===== config.mk =====
export PLATFORM = sky130hd
export DESIGN_NAME = ddrini_ctrl
export DESIGN_NICKNAME = d
export VERILOG_FILES = /design/src/rtl/ddrini_ctrl.v
export VERILOG_INCLUDE_DIRS = /design/src /design/src/shared
export SDC_FILE = /design/constraint.sdc
export NUM_CORES = 1
export LEC_CHECK = 0
export ABC_AREA = 1
export BUFFER_PORTS_ARGS = -buffer_cell sky130_fd_sc_hd__buf_2
export CORE_MARGIN = 2
export CORE_UTILIZATION = 63
export DETAILED_ROUTE_END_ITERATION = 8
export PLACE_DENSITY_LB_ADDON = 0.25
export SLEW_MARGIN = 25
export SYNTH_ARGS = -nofsm -noshare
export SYNTH_HDL_FRONTEND = slang
export SYNTH_SLANG_ARGS = --single-unit

===== constraint.sdc =====
create_clock -name clk_sys_i -period 4.95 [get_ports clk_sys_i]
set_input_delay 0.2475 -clock clk_sys_i [delete_from_list [all_inputs] [get_ports clk_sys_i]]
set_output_delay 0.2475 -clock clk_sys_i [all_outputs]
set_load 0.005 [all_outputs]

===== src/shared/ddrini_consts.vh =====
// Constants for the DDR3 initialization controller
// Functional notes
// - Access starts with Active: bank pins pick bank, address pins pick row.
// - Read or Write carries start column; A10 auto precharge, A12 chop select.
// - Hold reset low at least 200us after power is stable.
// - Drive CKE low at least 10ns before releasing reset.
// - Wait 500us after reset release before raising CKE.
// - Clock runs stable for max of 10ns and five clocks before CKE rises.
// - Present NOP or Deselect before the cycle CKE goes high.
// - Keep CKE high continuously until initialization completes.
// - Hold ODT static low from CKE high until initialization ends; code drives ODT from the CTRL ODT bit as CKE rises.
// - Wait tXPR, max of tXS and five clocks, before first mode register write.
// - Load MR2, MR3, MR1, MR0 in order, then long ZQ calibration.
// - Bank pins select register: MR0 000, MR1 001, MR2 010, MR3 011.
// - MR1 write drives A0 low; MR0 write drives A8 high for DLL reset.
// - Warm reset: reset low at least 100ns, CKE low first, repeat from 500us.
// - All four mode registers written fully after every reset; rewrites allowed later.
// - Each mode register write drives every address field with intended values.
// - Space consecutive mode register writes by at least tMRD.
// - Wait tMOD after a mode register write before any other command.
// - Rewrite mode registers only when idle with CKE high.
// - Mode register write encodes CS, RAS, CAS, WE all low.
`ifndef DDRINI_CONSTS_VH
`define DDRINI_CONSTS_VH
`define DDRINI_CLK_NS        25
`define DDRINI_T_RST_PWR_US  200
`define DDRINI_T_RST_WARM_NS 100
`define DDRINI_T_CKE_LEAD_NS 10
`define DDRINI_T_CKE_WAIT_US 500
`define DDRINI_T_CLK_STAB_NS 10
`define DDRINI_MIN_CLK_CYC   5
`define DDRINI_W_CMD         4
// Command encodings {cs_n, ras_n, cas_n, we_n}
`define DDRINI_CMD_NOP       4'h7
`define DDRINI_CMD_DES       4'hf
`define DDRINI_CMD_MRS       4'h0
`define DDRINI_CMD_ZQCL      4'h6
// Bank codes for mode registers
`define DDRINI_BA_MR0        3'h0
`define DDRINI_BA_MR1        3'h1
`define DDRINI_BA_MR2        3'h2
`define DDRINI_BA_MR3        3'h3
`define DDRINI_A_DLL_EN_BIT  0
`define DDRINI_A_DLL_RST_BIT 8
`define DDRINI_A_ZQ_LONG_BIT 10
// Wishbone register word addresses (byte address bits 3:2)
`define DDRINI_REG_CTRL      2'h0
`define DDRINI_REG_STAT      2'h1
`define DDRINI_REG_MRA       2'h2
`define DDRINI_REG_MRB       2'h3
// Control bits
`define DDRINI_CTRL_START    0
`define DDRINI_CTRL_WARM     1
`define DDRINI_CTRL_REWRITE  2
`define DDRINI_CTRL_ODT      3
`endif


===== src/rtl/ddrini_ctrl.v =====
// DDR3 reset, initialization and mode register controller with Wishbone slave
`include "ddrini_consts.vh"
module ddrini_ctrl #(
	parameter RST_PWR_CYC  = (`DDRINI_T_RST_PWR_US * 1000 + `DDRINI_CLK_NS - 1) / `DDRINI_CLK_NS,
	parameter CKE_WAIT_CYC = (`DDRINI_T_CKE_WAIT_US * 1000 + `DDRINI_CLK_NS - 1) / `DDRINI_CLK_NS,
	// Device timings in clocks, to be set per speed grade
	parameter TXS_CYC      = 24,
	parameter TMRD_CYC     = 4,
	parameter TMOD_CYC     = 12,
	parameter TDLLK_CYC    = 512,
	parameter TZQINIT_CYC  = 512,
	parameter CNT_W        = 16
) (
	// Clock and reset
	input  wire        clk_sys_i,
	input  wire        arst_n_i,
	// Wishbone slave
	input  wire        wb_cyc_i,
	input  wire        wb_stb_i,
	input  wire        wb_we_i,
	input  wire [3:0]  wb_adr_i,
	input  wire [3:0]  wb_sel_i,
	input  wire [31:0] wb_dat_i,
	output reg  [31:0] wb_dat_o,
	output reg         wb_ack_o,
	// Memory pins
	output reg         mem_reset_n_o,
	output reg         mem_ck_en_o,
	output reg         mem_cke_o,
	output reg         mem_odt_o,
	output reg         mem_cs_n_o,
	output reg         mem_ras_n_o,
	output reg         mem_cas_n_o,
	output reg         mem_we_n_o,
	output reg  [2:0]  mem_ba_o,
	output reg  [15:0] mem_addr_o
);
	localparam RST_WARM_CYC = (`DDRINI_T_RST_WARM_NS + `DDRINI_CLK_NS - 1) / `DDRINI_CLK_NS;
	localparam LEAD_CYC     = (`DDRINI_T_CKE_LEAD_NS + `DDRINI_CLK_NS - 1) / `DDRINI_CLK_NS;
	localparam STAB_NS_CYC  = (`DDRINI_T_CLK_STAB_NS + `DDRINI_CLK_NS - 1) / `DDRINI_CLK_NS;
	localparam STAB_CYC     = STAB_NS_CYC > `DDRINI_MIN_CLK_CYC ? STAB_NS_CYC : `DDRINI_MIN_CLK_CYC;
	localparam TXPR_CYC     = TXS_CYC > `DDRINI_MIN_CLK_CYC ? TXS_CYC : `DDRINI_MIN_CLK_CYC;
	localparam TFIN_CYC     = TDLLK_CYC > TZQINIT_CYC ? TDLLK_CYC : TZQINIT_CYC;
	localparam MRS_GAP_CYC  = TMRD_CYC > 1 ? TMRD_CYC : 1;

	localparam [3:0] S_IDLE  = 4'h0;
	localparam [3:0] S_RST   = 4'h1;
	localparam [3:0] S_CKLO  = 4'h2;
	localparam [3:0] S_WAIT  = 4'h3;
	localparam [3:0] S_NOP   = 4'h4;
	localparam [3:0] S_TXPR  = 4'h5;
	localparam [3:0] S_MRS   = 4'h6;
	localparam [3:0] S_GAP   = 4'h7;
	localparam [3:0] S_ZQ    = 4'h8;
	localparam [3:0] S_FIN   = 4'h9;
	localparam [3:0] S_READY = 4'ha;
	localparam [3:0] S_MOD   = 4'hb;

	reg [3:0]       state_reg;
	reg [CNT_W-1:0] cnt_reg;
	reg [1:0]       mr_idx_reg;
	reg             warm_reg;
	reg             single_reg;
	reg             ready_reg;
	reg             odt_sel_reg;
	reg [2:0]       rw_ba_reg;
	reg             start_pend_reg;
	reg             rewr_pend_reg;
	reg [15:0]      mr0_reg;
	reg [15:0]      mr1_reg;
	reg [15:0]      mr2_reg;
	reg [15:0]      mr3_reg;

	wire wb_req   = wb_cyc_i & wb_stb_i & ~wb_ack_o;
	wire wb_wr    = wb_req & wb_we_i;
	wire [1:0] wa = wb_adr_i[3:2];
	wire ctrl_wr  = wb_wr & (wa == `DDRINI_REG_CTRL) & wb_sel_i[0];
	wire cnt_zero = (cnt_reg == {CNT_W{1'b0}});

	// Mode register selected by step index, order MR2, MR3, MR1, MR0; by rw_ba_reg on a single rewrite
	reg [2:0]  seq_ba;
	reg [15:0] seq_addr;
	always @* begin
		case (mr_idx_reg)
			2'h0: begin
				seq_ba   = `DDRINI_BA_MR2;
				seq_addr = mr2_reg;
			end
			2'h1: begin
				seq_ba   = `DDRINI_BA_MR3;
				seq_addr = mr3_reg;
			end
			2'h2: begin
				seq_ba   = `DDRINI_BA_MR1;
				seq_addr = mr1_reg;
				seq_addr[`DDRINI_A_DLL_EN_BIT] = 1'b0;
			end
			default: begin
				seq_ba   = `DDRINI_BA_MR0;
				seq_addr = mr0_reg;
				seq_addr[`DDRINI_A_DLL_RST_BIT] = 1'b1;
			end
		endcase
		if (single_reg) begin
			seq_ba   = rw_ba_reg;
			seq_addr = (rw_ba_reg == `DDRINI_BA_MR0) ? mr0_reg :
			           (rw_ba_reg == `DDRINI_BA_MR1) ? mr1_reg :
			           (rw_ba_reg == `DDRINI_BA_MR2) ? mr2_reg : mr3_reg;
		end
	end

	task set_cmd;
		input [3:0] cmd;
		begin
			mem_cs_n_o  <= cmd[3];
			mem_ras_n_o <= cmd[2];
			mem_cas_n_o <= cmd[1];
			mem_we_n_o  <= cmd[0];
		end
	endtask

	// Wishbone slave: ack one cycle after request, dropped the next cycle
	always @(posedge clk_sys_i or negedge arst_n_i) begin
		if (!arst_n_i) begin
			wb_ack_o       <= 1'b0;
			wb_dat_o       <= 32'h0;
			mr0_reg        <= 16'h0;
			mr1_reg        <= 16'h0;
			mr2_reg        <= 16'h0;
			mr3_reg        <= 16'h0;
			odt_sel_reg    <= 1'b0;
			rw_ba_reg      <= 3'h0;
			start_pend_reg <= 1'b0;
			rewr_pend_reg  <= 1'b0;
			warm_reg       <= 1'b0;
		end else begin
			wb_ack_o <= wb_req;
			// Kept through the hold so a restart requested from ready is not lost
			if (state_reg == S_CKLO)
				start_pend_reg <= 1'b0;
			if (state_reg == S_MRS && single_reg)
				rewr_pend_reg <= 1'b0;
			if (wb_req && !wb_we_i) begin
				case (wa)
					`DDRINI_REG_CTRL: wb_dat_o <= {28'h0, odt_sel_reg, 1'b0, warm_reg, 1'b0};
					`DDRINI_REG_STAT: wb_dat_o <= {20'h0, rw_ba_reg, rewr_pend_reg, state_reg, 3'h0, ready_reg};
					`DDRINI_REG_MRA:  wb_dat_o <= {mr1_reg, mr0_reg};
					default:          wb_dat_o <= {mr3_reg, mr2_reg};
				endcase
			end
			if (ctrl_wr) begin
				warm_reg    <= wb_dat_i[`DDRINI_CTRL_WARM];
				odt_sel_reg <= wb_dat_i[`DDRINI_CTRL_ODT];
				if (wb_dat_i[`DDRINI_CTRL_START])
					start_pend_reg <= 1'b1;
				if (wb_dat_i[`DDRINI_CTRL_REWRITE] && ready_reg && !rewr_pend_reg) begin
					rewr_pend_reg <= 1'b1;
					rw_ba_reg     <= wb_dat_i[6:4];
				end
			end
			if (wb_wr && wa == `DDRINI_REG_MRA) begin
				if (wb_sel_i[0]) mr0_reg[7:0]  <= wb_dat_i[7:0];
				if (wb_sel_i[1]) mr0_reg[15:8] <= wb_dat_i[15:8];
				if (wb_sel_i[2]) mr1_reg[7:0]  <= wb_dat_i[23:16];
				if (wb_sel_i[3]) mr1_reg[15:8] <= wb_dat_i[31:24];
			end
			if (wb_wr && wa == `DDRINI_REG_MRB) begin
				if (wb_sel_i[0]) mr2_reg[7:0]  <= wb_dat_i[7:0];
				if (wb_sel_i[1]) mr2_reg[15:8] <= wb_dat_i[15:8];
				if (wb_sel_i[2]) mr3_reg[7:0]  <= wb_dat_i[23:16];
				if (wb_sel_i[3]) mr3_reg[15:8] <= wb_dat_i[31:24];
			end
		end
	end

	// Sequencer; reset pins assert from power-on until software starts
	always @(posedge clk_sys_i or negedge arst_n_i) begin
		if (!arst_n_i) begin
			state_reg     <= S_RST;
			cnt_reg       <= RST_PWR_CYC[CNT_W-1:0];
			mr_idx_reg    <= 2'h0;
			single_reg    <= 1'b0;
			ready_reg     <= 1'b0;
			mem_reset_n_o <= 1'b0;
			mem_ck_en_o   <= 1'b0;
			mem_cke_o     <= 1'b0;
			mem_odt_o     <= 1'b0;
			mem_cs_n_o    <= 1'b1;
			mem_ras_n_o   <= 1'b1;
			mem_cas_n_o   <= 1'b1;
			mem_we_n_o    <= 1'b1;
			mem_ba_o      <= 3'h0;
			mem_addr_o    <= 16'h0;
		end else begin
			if (!cnt_zero)
				cnt_reg <= cnt_reg - 1'b1;
			case (state_reg)
				S_RST: begin
					// Full count loaded at power-on or cold restart; warm request reloads the shorter hold
					mem_reset_n_o <= 1'b0;
					mem_cke_o     <= 1'b0;
					mem_ck_en_o   <= 1'b0;
					ready_reg     <= 1'b0;
					set_cmd(`DDRINI_CMD_DES);
					if (cnt_zero && start_pend_reg) begin
						state_reg <= S_CKLO;
						cnt_reg   <= LEAD_CYC[CNT_W-1:0];
					end
				end
				S_CKLO: begin
					// CKE has been low the lead time already; release reset
					if (cnt_zero) begin
						mem_reset_n_o <= 1'b1;
						cnt_reg       <= CKE_WAIT_CYC[CNT_W-1:0];
						state_reg     <= S_WAIT;
					end
				end
				S_WAIT: begin
					// Clock started early enough to cover the stability window
					if (cnt_reg == STAB_CYC[CNT_W-1:0] + 1'b1)
						mem_ck_en_o <= 1'b1;
					if (cnt_zero) begin
						set_cmd(`DDRINI_CMD_NOP);
						state_reg <= S_NOP;
					end
				end
				S_NOP: begin
					mem_cke_o <= 1'b1;
					mem_odt_o <= odt_sel_reg;
					cnt_reg   <= TXPR_CYC[CNT_W-1:0];
					state_reg <= S_TXPR;
				end
				S_TXPR: begin
					if (cnt_zero) begin
						mr_idx_reg <= 2'h0;
						single_reg <= 1'b0;
						state_reg  <= S_MRS;
					end
				end
				S_MRS: begin
					set_cmd(`DDRINI_CMD_MRS);
					mem_ba_o   <= seq_ba;
					mem_addr_o <= seq_addr;
					cnt_reg    <= MRS_GAP_CYC[CNT_W-1:0] - 1'b1;
					state_reg  <= (single_reg || mr_idx_reg == 2'h3) ? S_MOD : S_GAP;
					if (single_reg || mr_idx_reg == 2'h3)
						cnt_reg <= TMOD_CYC[CNT_W-1:0] - 1'b1;
				end
				S_GAP: begin
					set_cmd(`DDRINI_CMD_NOP);
					if (cnt_zero) begin
						mr_idx_reg <= mr_idx_reg + 1'b1;
						state_reg  <= S_MRS;
					end
				end
				S_MOD: begin
					set_cmd(`DDRINI_CMD_NOP);
					if (cnt_zero)
						state_reg <= single_reg ? S_READY : S_ZQ;
				end
				S_ZQ: begin
					set_cmd(`DDRINI_CMD_ZQCL);
					mem_ba_o   <= 3'h0;
					mem_addr_o <= 16'h0;
					mem_addr_o[`DDRINI_A_ZQ_LONG_BIT] <= 1'b1;
					cnt_reg    <= TFIN_CYC[CNT_W-1:0] - 1'b1;
					state_reg  <= S_FIN;
				end
				S_FIN: begin
					set_cmd(`DDRINI_CMD_NOP);
					if (cnt_zero) begin
						ready_reg <= 1'b1;
						state_reg <= S_READY;
					end
				end
				S_READY: begin
					// No traffic is issued here, so the device is idle
					// Active, Read and Write are left to the controller that takes over
					set_cmd(`DDRINI_CMD_DES);
					single_reg <= 1'b0;
					if (start_pend_reg) begin
						mem_reset_n_o <= 1'b0;
						mem_cke_o     <= 1'b0;
						cnt_reg       <= warm_reg ? RST_WARM_CYC[CNT_W-1:0] : RST_PWR_CYC[CNT_W-1:0];
						state_reg     <= S_RST;
					end else if (rewr_pend_reg) begin
						single_reg <= 1'b1;
						state_reg  <= S_MRS;
					end
				end
				default: state_reg <= S_RST;
			endcase
		end
	end
endmodule


==> qor.yml <==
start_kind: "flop"
largest_reg_flops: 32
drive_gt1_share_pct: 17.6
grt_start_max_net_pins: 54
worstSetupPathType: "flop to flop"
dr.pass1.iters: 8
gr-total-overflow: 0
yosys_register_bits: 154
cts-buffers-inserted: 17
cts_buffer_depth: 2
rows: 41
place.gp.congestion: 0.961
final_cell_area_um2: 9350
diodes: 0
holdCritPathClass: "primary input to flop"
synth-edff-count: 0
cp.required_ns: 5.32
path_max_fanout: 15
pin_count: 105
endpoint_kind: "flop"
timing.final.crit_share_pct: 52.1
cts_root_buf: "clkbuf_16"
die-width_um: 118
cts_setup_buffers: 0
syn_area_um2: 8220
initial_core_util_pct: 64.9
slew_viol_final: 0
dominantRegCellSynth: "dfrtp_1"
detail-route-antenna-nets: 0
syn_area_per_cell_um2: 7.74
total_power_mw: 3.16
maxCapViolCount: 0
status: "finished clean"
coreArea_um2: 12700
synthToLayoutAreaGrowth_pct: 13.8
grt_pass1_vias: 7166
worst_pin_slew_ns: 0.932
hpwlAfterDp_um: 15900
grt_first_pass_wirelength_um: 37000
wl_per_cell_um: 17.0
leakagePower_nw: 4.69
cts_htree_levels: 4
viasPerCell: 5.84
yosys.area.top_type: "dfrtp_1"
die_area_um2: 14000
final-hold-violation-count: 0
worst-r2r-setup-slack_ns: 2.37
yosysUniqueCellTypes: 43
drtIter0Drc: 822
powerDensity_nw_per_um2: 338
peakVddDrop_mv: 0.314
clk_pin_slew_ns: 0.06
wl_um: 22700
drc: 0
fmax_ghz: 0.388
finalNetCount: 1203
grt_setup_unrepaired: "no"
cp.arrival_ns: 2.95
yosysSeqAreaShare_pct: 47.0
cts.sinks: 154
regMostFlops: "wb_dat_o"
synthCells: 1062
fin_util_pct: 73.8
fill_cells: 1017
clkLatencyLatePin_ns: 0.43
fin_crit_ns: 2.58
slew_headroom_pct: 37.7
vias: 7802
antenna_found_initial: 0
globalRouteTotalUtil_pct: 33.8
io_buffers: 102
synth.top_cell.area_share_pct: 43.8
syn_nets: 1115
die_y_um: 118
setup_tns_ns: 0
synth-async-reset-ratio_pct: 100
yosys_warnings: 0
setup_viol: 0
synth.area.top_cells: "dfrtp_1 (44%), nand2_1 (15%), o21ai_0 (6.5%), inv_1 (4.7%), nor2_1 (4.4%)"
place_area_um2: 8770
finClkSkew_ns: 0.00750
tritoncts: "done"
-- per-layer routing --
layer	up-vias	share of wire (%)	global-route usage (%)
met5	-	0	0
met3	69	10	9.36
met1	3627	43	48.5
met4	0	3.5	14.8
li1	3649	-	-
met2	457	43	48.2
-- area by class of cell --
class,count,area (um2),area share [%]
well taps,172,215,2.30
clock inverters,13,120,1.28
repair buffers,107,557,5.95
inverters,116,440,4.71
flip-flops and latches,154,3870,41.3
clock buffers,19,453,4.84
multi-input cells,754,3700,39.6
-- path summary, 6_finish.rpt --
kind                                 endpoint          start  cells past startpoint
worst max-delay path            mem_addr_o[9]  mr_idx_reg[0]                      7
worst min-delay path              mr0_reg[15]   wb_dat_i[15]                      3
worst max register to register  mem_addr_o[9]  mr_idx_reg[0]                      7
worst min register to register      mem_odt_o      mem_odt_o                      2
max in group asynchronous          mr2_reg[7]       arst_n_i                      3
min in group asynchronous         mr2_reg[15]       arst_n_i                      2
-- cells in the mapped netlist (12+ instances only) --
library cell and count:
inv_1 102, o211ai_1 13, o21ai_0 106, nor2_1 96
o21ai_1 21, inv_2 12, buf_2 22, dfrtp_1 144
nand2_1 335, o22ai_1 16, nand2_2 13, nand3_1 38
a21oi_1 20, a31oi_1 15
-- layout by cell type, fill, tap and decap left out, drive strengths merged, types with 6 or more instances in the layout --
cell / netlist / final
a21oi: 21 / 21
nand2: 349 / 349
o211ai: 14 / 14
dfstp: 10 / 10
o21ai: 128 / 128
o21bai: 6 / 6
a41oi: 10 / 10
dfrtp: 144 / 144
clkbuf: 8 / 19
clkinv: 2 / 9
a31oi: 15 / 15
inv: 114 / 116
nor2: 110 / 110
nand3: 48 / 48
ha: 8 / 8
o22ai: 16 / 16
buf: 30 / 106
nand4: 8 / 8
-- what timing repair did --
item | in CTS | in global routing
gates resized for setup | 0 | 0
hold buffers | 1 | 0
hold endpoints to repair | 45 | 0
-- report_power, final --
| part | internal [mW] | total, mW | leakage [nW] | switching (mW) |
|---|---|---|---|---|
| Clock | 0.721 | 1.26 | 0.276 | 0.538 |
| Sequential | 1.40 | 1.54 | 1.97 | 0.139 |
| Combinational | 0.149 | 0.363 | 2.44 | 0.214 |
-- metrics by stage --
step                setup WS, ns  instances  hold slack, ns
floorplan                   3.20       1062         -0.0481
global placement            2.52       1302           0.213
detailed placement          2.48       1302           0.215
CTS                         2.47       1335          0.0741
global route                2.23       1335           0.100
finish                      2.37       1335          0.0765
-- kinds of logic after synthesis --
kind of cell               Yosys count  share of synthesized area (%)
AOI/OAI and AO/OA                  220                           15.7
and+or+nand+nor                    522                           27.7
adders and majority gates            8                           1.22
xor gates and xnor gates             4                          0.426
DFF                                154                           47.0
buffers and inverters              154                           7.93
-- critical path, cell delays in order, from the launching register on --
cell and delay, ns:
dfrtp_1 0.43, ha_1 0.22, nor2_1 0.68, inv_1 0.40, nand2_2 0.41, o21ai_0 0.11, o21bai_1 0.20, nand2_1 0.07
Power figures use the tool's default switching activity.
